## config.mk

```make
export PLATFORM = sky130hd
export DESIGN_NAME = sca_top
export DESIGN_NICKNAME = d
export VERILOG_FILES = /design/src/sca_pkg.sv /design/src/sca_top.sv
export SDC_FILE = /design/constraint.sdc
export NUM_CORES = 2
export LEC_CHECK = 0
export ABC_AREA = 1
export BUFFER_PORTS_ARGS = -buffer_cell sky130_fd_sc_hd__buf_4
export CAP_MARGIN = 0
export CELL_PAD_IN_SITES_DETAIL_PLACEMENT = 1
export CELL_PAD_IN_SITES_GLOBAL_PLACEMENT = 2
export CORE_MARGIN = 4
export CORE_UTILIZATION = 35
export DETAILED_ROUTE_END_ITERATION = 12
export HOLD_SLACK_MARGIN = 0.15
export PLACE_DENSITY = 0.84
export SLEW_MARGIN = 20
export SYNTH_ARGS = -nofsm -noshare
export SYNTH_HDL_FRONTEND = slang
export SYNTH_SLANG_ARGS = --single-unit
export TNS_END_PERCENT = 100
```

## constraint.sdc

```tcl
create_clock -name i_ref_clk -period 3.1 [get_ports i_ref_clk]
set_input_delay 0.155 -clock i_ref_clk [delete_from_list [all_inputs] [get_ports i_ref_clk]]
set_output_delay 0.155 -clock i_ref_clk [all_outputs]
set_load 0.005 [all_outputs]
```

## src/sca_pkg.sv

```systemverilog
// Purpose: Constants and types for the secure configuration access block
// Assumes: Classic Wishbone slave, 32-bit data, byte addresses
// Notes: Fuse and password state are modelled as flops initialised by reset
package sca_pkg;
  // Register byte offsets
  localparam logic [7:0] SCA_CMD_OFS = 8'h00;
  localparam logic [7:0] SCA_DLO_OFS = 8'h04;
  localparam logic [7:0] SCA_DHI_OFS = 8'h08;
  localparam logic [7:0] SCA_CFG_OFS = 8'h0c;
  localparam logic [7:0] SCA_STAT_OFS = 8'h10;
  localparam logic [7:0] SCA_AAC_OFS = 8'h14;
  localparam logic [7:0] SCA_PAC_OFS = 8'h20;
  // Command and check fields
  localparam int SCA_OP_LSB = 0;
  localparam int SCA_IDX_LSB = 4;
  localparam int SCA_ZONE_LSB = 0;
  localparam int SCA_RW_BIT = 4;
  localparam int SCA_SET_LSB = 5;
  localparam int SCA_ZR_RD_BIT = 8;
  localparam int SCA_ZR_WR_BIT = 9;
  // Fuse bit positions (0 means blown)
  localparam int SCA_FAB = 0;
  localparam int SCA_CMA = 1;
  localparam int SCA_PER = 2;
  localparam int SCA_LOT = 3;
  // Reset values, counter lock level and secure code index
  localparam logic [3:0] SCA_FUSE_RST = 4'hf;
  localparam logic [7:0] SCA_CNT_FULL = 8'hff;
  localparam logic [7:0] SCA_CNT_LOCK = 8'h00;
  localparam logic [23:0] SCA_PW_RST = 24'hffffff;
  localparam logic [23:0] SCA_SC_RST = 24'h5a5a5a; // Arbitrary value
  localparam logic [3:0] SCA_SC_IDX = 4'hf;
  localparam logic SCA_ETA_RST = 1'b1;

  typedef enum logic [2:0] {
    OP_VERIFY, OP_AUTH, OP_ENCV, OP_BLOW, OP_WRPW, OP_WRSEED, OP_WRPAC, OP_CHECK
  } sca_op_t;

  typedef enum logic [3:0] {
    ZN_IDENT, ZN_MTZ, ZN_CMC, ZN_LOT, ZN_ACC, ZN_CRYPTO, ZN_SKEY,
    ZN_SECRET, ZN_PW, ZN_PAC, ZN_FORBID, ZN_USER
  } sca_zone_t;

  typedef enum logic [1:0] {ST_IDLE, ST_EXEC, ST_REPORT} sca_st_t;

  typedef struct packed {
    logic cyc;
    logic stb;
    logic we;
    logic [3:0] sel;
    logic [7:0] adr;
    logic [31:0] dat;
  } sca_wb_req_t;

  typedef struct packed {
    sca_st_t st;
    logic ack;
    logic [31:0] rdat;
    sca_op_t op;
    logic [3:0] idx;
    logic [31:0] lo;
    logic [31:0] hi;
    logic eta_n;
    logic [3:0] fuse;
    logic [15:0][23:0] pw;
    logic [15:0][7:0] password_trial_count;
    logic [3:0][7:0] aac;
    logic [3:0][63:0] seed;
    logic [3:0][63:0] skey;
    logic sec_ok;
    logic wr_ok;
    logic [2:0] wr_set;
    logic pend_ok;
    logic pend_lock;
    logic ok;
    logic lock;
  } sca_state_t;
endpackage

```

## src/sca_top.sv

```systemverilog
// Purpose: Security state, trial counters, fuses and config access rights
// Assumes: Crypto engine outside reports auth pass/fail in DATA_LO bit 0
// Notes: Commands take three cycles; result stands in STATUS afterwards
// Functional notes
// - Four 64-bit session keys, updated after each good auth or encryption check.
// - Session keys need no initial programming to work.
// - Four 64-bit secret seeds, each mixed with its own session key.
// - Eight password sets, each a 24-bit read and 24-bit write password.
// - Write password verified allows changing both passwords of that set; before final lock the secure code allows any set.
// - Set 7 write password is the secure code, opening config writes.
// - Secure code changes only after it has been verified.
// - Final lock blown: secure code no longer opens config writes.
// - Sixteen 8-bit password counters limit wrong tries to four.
// - Wrong password steps counter FF, EE, CC, 88, 00.
// - Counter at 00 refuses that password until OP_WRPAC rewrites the counter.
// - Correct password while counter nonzero restores it to FF.
// - Four 8-bit auth counters limit failed authentications to four.
// - Failed auth steps FF, EE, CC, 88, 00; 00 locks key set.
// - Good auth while counter nonzero restores it to FF.
// - Fuse byte: bit3 lot, bit2 final, bit1 maker, bit0 factory; 0 blown.
// - A blown fuse never returns by any command.
// - Fuses blow factory, then maker, then final; out of order is rejected.
// - Factory, maker and final fuses each freeze their own configuration areas; the lot fuse freezes none.
// - Lot history code is never writable.
// - Before final lock, secure code gates secret and password areas; after, write password gates password areas only.
// - Forbidden areas deny all reads and writes.
// - User zones follow only their zone rights.
// - Extended trials allow eight failures, clearing one bit each time.
//
// The register offsets and the Wishbone interface to the registers are this design's own decisions.
`timescale 1ns/1ps
module sca_top
(
  input wire logic i_ref_clk,
  input wire logic i_srst,
  input wire logic i_wb_cyc,
  input wire logic i_wb_stb,
  input wire logic i_wb_we,
  input wire logic [3:0] i_wb_sel,
  input wire logic [7:0] i_wb_adr,
  input wire logic [31:0] i_wb_dat,
  output logic o_wb_ack,
  output logic [31:0] o_wb_dat
);
  import sca_pkg::*;

  sca_state_t q;
  sca_state_t d;
  sca_wb_req_t req;
  logic pw_match;
  logic [7:0] cnt_cur;
  logic [7:0] cnt_step;
  logic grant;
  sca_zone_t zone;
  logic zrw;
  logic [2:0] zset;
  logic pre_per;

  assign req = '{cyc: i_wb_cyc, stb: i_wb_stb, we: i_wb_we, sel: i_wb_sel,
                 adr: i_wb_adr, dat: i_wb_dat};

  // Four-trial mode clears a bit in each nibble; eight-trial mode one bit
  function automatic logic [7:0] step(input logic [7:0] c, input logic eta_n);
    if (eta_n)
    begin
      step = {c[6:4], 1'b0, c[2:0], 1'b0};
    end
    else
    begin
      step = {c[6:0], 1'b0};
    end
  endfunction

  assign pre_per = q.fuse[SCA_PER];
  assign pw_match = (q.pw[q.idx] == q.lo[23:0]);
  assign cnt_cur = (q.op == OP_AUTH) ? q.aac[q.idx[1:0]] : q.password_trial_count[q.idx];
  assign cnt_step = step(cnt_cur, q.eta_n);
  assign zone = sca_zone_t'(q.lo[SCA_ZONE_LSB +: 4]);
  assign zrw = q.lo[SCA_RW_BIT];
  assign zset = q.lo[SCA_SET_LSB +: 3];

  // Config area rights per fuse state; zrw high asks for a write
  always_comb
  begin
    grant = 1'b0;
    case (zone)
      ZN_IDENT:
        grant = !zrw || (q.sec_ok && q.fuse[SCA_FAB]);
      ZN_MTZ:
        grant = 1'b1;
      ZN_CMC:
        grant = !zrw || (q.sec_ok && q.fuse[SCA_CMA]);
      ZN_LOT:
        grant = !zrw;
      ZN_ACC, ZN_CRYPTO:
        grant = !zrw || (q.sec_ok && pre_per);
      ZN_SKEY, ZN_SECRET:
        grant = q.sec_ok && pre_per;
      ZN_PW:
        grant = pre_per ? q.sec_ok : (q.wr_ok && q.wr_set == zset);
      ZN_PAC:
        grant = !zrw || (pre_per ? q.sec_ok : (q.wr_ok && q.wr_set == zset));
      ZN_USER:
        grant = zrw ? q.lo[SCA_ZR_WR_BIT] : q.lo[SCA_ZR_RD_BIT];
      default:
        grant = 1'b0;
    endcase
  end

  always_comb
  begin
    logic wr_hit;
    logic set_ok;
    wr_hit = 1'b0;
    set_ok = 1'b0;
    d = q;
    d.ack = 1'b0;
    // Bus side: one wait state, ack for exactly one cycle
    if (req.cyc && req.stb && !q.ack)
    begin
      d.ack = 1'b1;
      d.rdat = '0;
      wr_hit = req.we;
      case (req.adr)
        SCA_DLO_OFS: d.rdat = q.lo;
        SCA_DHI_OFS: d.rdat = q.hi;
        SCA_CFG_OFS: d.rdat = {31'h0, q.eta_n};
        SCA_STAT_OFS: d.rdat = {16'h0, q.wr_set, q.wr_ok, q.sec_ok, q.lock,
                                q.ok, (q.st != ST_IDLE), 4'h0, q.fuse};
        SCA_AAC_OFS: d.rdat = q.aac;
        SCA_PAC_OFS: d.rdat = q.password_trial_count[3:0];
        SCA_PAC_OFS + 8'h04: d.rdat = q.password_trial_count[7:4];
        SCA_PAC_OFS + 8'h08: d.rdat = q.password_trial_count[11:8];
        SCA_PAC_OFS + 8'h0c: d.rdat = q.password_trial_count[15:12];
        default: d.rdat = '0;
      endcase
    end
    if (wr_hit)
    begin
      for (int b = 0; b < 4; b++)
      begin
        if (req.sel[b] && req.adr == SCA_DLO_OFS && q.st == ST_IDLE)
        begin
          d.lo[b*8 +: 8] = req.dat[b*8 +: 8];
        end
        if (req.sel[b] && req.adr == SCA_DHI_OFS && q.st == ST_IDLE)
        begin
          d.hi[b*8 +: 8] = req.dat[b*8 +: 8];
        end
      end
      if (req.adr == SCA_CFG_OFS && req.sel[0])
      begin
        d.eta_n = req.dat[0];
      end
      // Commands while busy are dropped; software polls the busy bit
      if (req.adr == SCA_CMD_OFS && req.sel[0] && q.st == ST_IDLE)
      begin
        d.op = sca_op_t'(req.dat[SCA_OP_LSB +: 3]);
        d.idx = req.dat[SCA_IDX_LSB +: 4];
        d.st = ST_EXEC;
      end
    end
    case (q.st)
      ST_IDLE:
        begin
        end
      ST_EXEC:
        begin
          d.st = ST_REPORT;
          d.pend_ok = 1'b0;
          d.pend_lock = 1'b0;
          set_ok = q.wr_ok && q.wr_set == q.idx[3:1];
          case (q.op)
            OP_VERIFY:
              if (q.password_trial_count[q.idx] == SCA_CNT_LOCK)
              begin
                d.pend_lock = 1'b1;
              end
              else if (pw_match)
              begin
                d.password_trial_count[q.idx] = SCA_CNT_FULL;
                d.pend_ok = 1'b1;
                if (q.idx[0])
                begin
                  d.wr_ok = 1'b1;
                  d.wr_set = q.idx[3:1];
                  d.sec_ok = (q.idx == SCA_SC_IDX) && pre_per;
                end
              end
              else
              begin
                d.password_trial_count[q.idx] = cnt_step;
              end
            OP_AUTH:
              if (q.aac[q.idx[1:0]] == SCA_CNT_LOCK)
              begin
                d.pend_lock = 1'b1;
              end
              else if (q.lo[0])
              begin
                d.aac[q.idx[1:0]] = SCA_CNT_FULL;
                d.skey[q.idx[1:0]] = {q.skey[q.idx[1:0]][62:0],
                                      q.skey[q.idx[1:0]][63]}
                                     ^ q.seed[q.idx[1:0]];
                d.pend_ok = 1'b1;
              end
              else
              begin
                d.aac[q.idx[1:0]] = cnt_step;
              end
            OP_ENCV:
              if (q.lo[0])
              begin
                d.skey[q.idx[1:0]] = {q.skey[q.idx[1:0]][62:0],
                                      q.skey[q.idx[1:0]][63]}
                                     ^ q.seed[q.idx[1:0]];
                d.pend_ok = 1'b1;
              end
            OP_BLOW:
              begin
                // Fuses only clear; a set bit is never written back
                case (q.idx[1:0])
                  2'd0: d.pend_ok = 1'b1;
                  2'd1: d.pend_ok = !q.fuse[SCA_FAB];
                  2'd2: d.pend_ok = !q.fuse[SCA_CMA];
                  default: d.pend_ok = 1'b1;
                endcase
                if (d.pend_ok)
                begin
                  d.fuse[q.idx[1:0]] = 1'b0;
                end
              end
            OP_WRPW:
              if (pre_per ? (q.sec_ok || set_ok) : set_ok)
              begin
                d.pw[q.idx] = q.lo[23:0];
                d.pend_ok = 1'b1;
              end
            OP_WRSEED:
              if (q.sec_ok && pre_per)
              begin
                d.seed[q.idx[1:0]] = {q.hi, q.lo};
                d.pend_ok = 1'b1;
              end
            OP_WRPAC:
              if (pre_per ? q.sec_ok : set_ok)
              begin
                d.password_trial_count[q.idx] = q.lo[7:0];
                d.pend_ok = 1'b1;
              end
            default:
              d.pend_ok = grant;
          endcase
        end
      ST_REPORT:
        begin
          d.ok = q.pend_ok;
          d.lock = q.pend_lock;
          d.st = ST_IDLE;
        end
      default:
        d.st = ST_IDLE;
    endcase
  end

  always_ff @(posedge i_ref_clk)
  begin
    // Reset stands for power-up of a fresh part; no command restores a fuse
    if (i_srst)
    begin
      q <= '0;
      q.st <= ST_IDLE;
      q.op <= OP_VERIFY;
      q.eta_n <= SCA_ETA_RST;
      q.fuse <= SCA_FUSE_RST;
      q.password_trial_count <= {16{SCA_CNT_FULL}};
      q.aac <= {4{SCA_CNT_FULL}};
      q.pw <= {SCA_SC_RST, {15{SCA_PW_RST}}};
    end
    else
    begin
      q <= d;
    end
  end

  assign o_wb_ack = q.ack;
  assign o_wb_dat = q.rdat;
endmodule // sca_top

```

==> flow_summary_export.csv <==
group,metric,value,unit
synthesis,synthesis.nets,5743,
synthesis,seq_area_frac_synth,0.3731,
clock_network,tritoncts_clock_tree,"built",
sta,finalHoldWorstSlack,0.1832,ns
cells_and_area,final-instance-count-excl-fill,7263,
placement,pre_cts_ws,-0.05708,ns
synthesis,netlist_area,0.03563,sq mm
cells_and_area,multi_input_comb_area,0.01825,sq mm
worst_setup_path,worst-endpoint-arrival,3.74,ns
sta,setup_tns,-1.210,ns
global_route,grt_usage,0.3040,
synthesis,postSynthAreaPerCell,6.261,sq um
synthesis,ys_dominant_reg_cell,"dfxtp_1",
global_route,number_of_global_route_vias_before_repair,39520,
detailed_routing,dr.first_iter.drc_count,3231,
synthesis,synthesis.yosys.warnings,0,
worst_setup_path,r2r_setup_slack,-0.05,ns
cells_and_area,finish.net_count,5898,
synthesis,synthesis.instances,5690,
clock_network,max-clock-path-buffers,3,
worst_setup_path,required,3.69,ns
sta,fin_crit_sh,1.017,
sta,max_slew_headroom,0.3600,
worst_setup_path,critical_path.max_fanout,34,
worst_setup_path,crit_type,"reg2reg",
floorplan,die_width,327.1,um
worst_setup_path,cp-start-kind,"flip-flop",
synthesis,ys_seq_elements,664,
detailed_routing,detailroute.via_count,39960,
floorplan,die_h,327.1,um
cells_and_area,area.growth.synth_to_final,21.25,%
detailed_routing,detail_route.first_pass.iterations,5,
sta,setup_viol_count_final,48,
run,max_cap_viol_count,0,
floorplan,initial_utilization,0.3542,
clock_network,clk_sinks,664,
cells_and_area,regArea,0.01330,sq mm
sta,final_hold_viol_count,0,
floorplan,boundaryPins,82,
placement,gp_congestion,0.9700,
floorplan,dieArea,0.1070,sq mm
placement,dp_hpwl,115.0,mm
floorplan,row_count,116,
sta,rsz0062_at_grt,"yes",
clock_network,cts_root_buf,"clkbuf_16",
global_route,initial_antenna_violation_count,2,
sta,finalClockSkew,0.02169,ns
placement,port_buffers,81,
clock_network,htree_num_levels,3,
sta,worst-slew-pin-transition,0.9601,ns
detailed_routing,routedWlPerCell,23.17,um
sta,setup_slack,-0.05296,ns
sta,fmax,0.3172,GHz
detailed_routing,drtAntennaViolNets,0,
power_and_ir_drop,p_total,18640,uW
clock_network,insertion_delay,0.66,ns
clock_network,cts_made_buffers,80,
run_status,violations,"setup timing",
run_status,status,"finished, violations left",
global_route,grt-ovfl-total,0,
sta,post-route-min-period,3.153,ns
cells_and_area,drive_gt1_frac,0.1152,
global_route,grt_pass1_wl,250.6,mm
sta,slew_viol_final,0,
placement,instance_count_after_placement_with_tap_cells_included,7062,
power_and_ir_drop,power_per_cell_area,431.4,mW/mm^2
cells_and_area,layout.filler_cells,13170,
worst_setup_path,critPathCaptureType,"flip-flop",
hold_path,hold_path_class,"in2reg",
power_and_ir_drop,ir_worst_vdd,0.3773,mV
detailed_routing,drc,0,
power_and_ir_drop,cell_leakage_power,0.02141,uW
floorplan,core-area,0.1006,sq mm
global_route,grt_max_degree,144,
clock_network,worst_setup_hold_path_clk_slew,0.06,ns
synthesis,async_flop_share,0,
synthesis,yosys.cell_types.count,42,
detailed_routing,routed_wl,168.3,mm
synthesis,synth-edff-count,0,
detailed_routing,vias_per_cell,5.502,
cells by family (layout without fill, tap and decap cells):
group                    count (synthesis)  in the layout  share of synthesized area
AND/OR/NAND/NOR                       2575           2575                     0.2913
AO/OA/AOI/OAI                         1404           1404                     0.2118
buffers and inverters                 1042           1256                     0.1222
flip-flops                             664            664                     0.3731
adder cells (fa/ha/maj)                  4              4                   0.001405
XOR/XNOR                                 1              1                  0.0002459
other                                    0              2                          0
sequential cells by signal, summed over array words and instances, names as in the netlist:
register	cells
pre_per	1
o_wb_dat	32
o_wb_ack	1
q	630
cell usage in the layout (no fill, tap or decap), types with 58 or more instances in the layout:
cell type / count
a21oi_1: 510
buf_12: 81
buf_4: 379
clkbuf_16: 83
dfxtp_1: 662
inv_1: 586
nand2_1: 1843
nand3_1: 344
nor2_1: 290
o211ai_1: 98
o21ai_0: 639
o21ai_1: 58
report_power, final:
part / switching (uW) / total (uW) / internal, uW
logic: 329 / 508 / 179
registers: 2.13 / 8540 / 8530
clock network: 4040 / 9590 / 5550
total: 4370 / 18600 / 14300
layout make-up:
cell class                 instances  area share
antenna                            2   0.0001159
tap                             1357     0.03930
clock inverter                    13    0.003331
timing repair buffer             513      0.1164
clock buffer                     128     0.05729
multi-input combinational       3984      0.4225
sequential                       664      0.3079
inverter                         602     0.05318
synth_stat cells (2+ instances only):
master,number,share of area
dfxtp_1,664,0.37
inv_2,5,0.00053
ha_1,4,0.0014
nand3_4,11,0.0054
nand2_1,1851,0.20
a221oi_1,30,0.0074
buf_2,107,0.015
clkinv_1,8,0.00084
inv_1,587,0.062
buf_6,18,0.0057
a21oi_1,510,0.072
o2111ai_1,10,0.0025
nand4_1,5,0.00088
buf_1,4,0.00042
o21ai_1,53,0.0074
nor2_1,312,0.033
o41ai_1,4,0.00098
o211ai_1,98,0.021
or2_2,5,0.00088
nor3_1,15,0.0021
clkbuf_1,266,0.028
buf_4,45,0.0095
nand3_1,346,0.049
o221ai_1,6,0.0015
inv_4,2,0.00035
a22o_1,5,0.0012
o31ai_1,4,0.00084
o21ai_0,646,0.091
o22ai_1,34,0.0060
nor2_2,23,0.0040
what timing repair did:
action / in CTS / in global routing
hold endpoints to repair: 140 / 0
buffers inserted: 0 / 14
hold buffers: 43 / 0
pin swaps: 0 / 3
resized for setup: 23 / 34
setup endpoints to repair: 128 / 134
gates cloned: 0 / 1
worst max-delay path, stage by stage (launching register included):
cell	delay [ns]
dfxtp_4	0.45
clkinv_8	0.15
buf_12	0.20
o21ai_0	0.49
nand2_1	0.10
nand2_1	0.08
nand3_1	0.07
nor2_1	0.13
nand2_1	0.13
nor2_2	0.22
nand3_1	0.17
nand3_4	0.17
clkinv_8	0.13
buf_12	0.16
nand3_1	0.12
buf_12	0.13
nand2_1	0.05
nand3_1	0.07
per-stage QoR:
step           instance area (sq um)  utilization
5_1_grt                        43200       0.4295
3_3_place_gp                   39770       0.3954
6_report                       43200       0.4295
4_1_cts                        42920       0.4267
2_1_floorplan                  35630            -
3_5_place_dp                   39770       0.3954
final timing paths:
kind          startpoint           end  cells after the start
max              q[1134]        q[635]                     17
min          i_wb_adr[5]  o_wb_dat[27]                      7
max reg2reg      q[1134]        q[635]                     17
min reg2reg       q[720]        q[720]                      2
per-layer routing:
layer,track usage,part of all wire,vias up
met5,0,0,-
met4,0.1718,0.068,0
met3,0.04363,0.058,482
met2,0.4987,0.46,1354
met1,0.3832,0.42,19550
li1,-,-,18580
No activity file was read; power rests on OpenSTA's default activity.
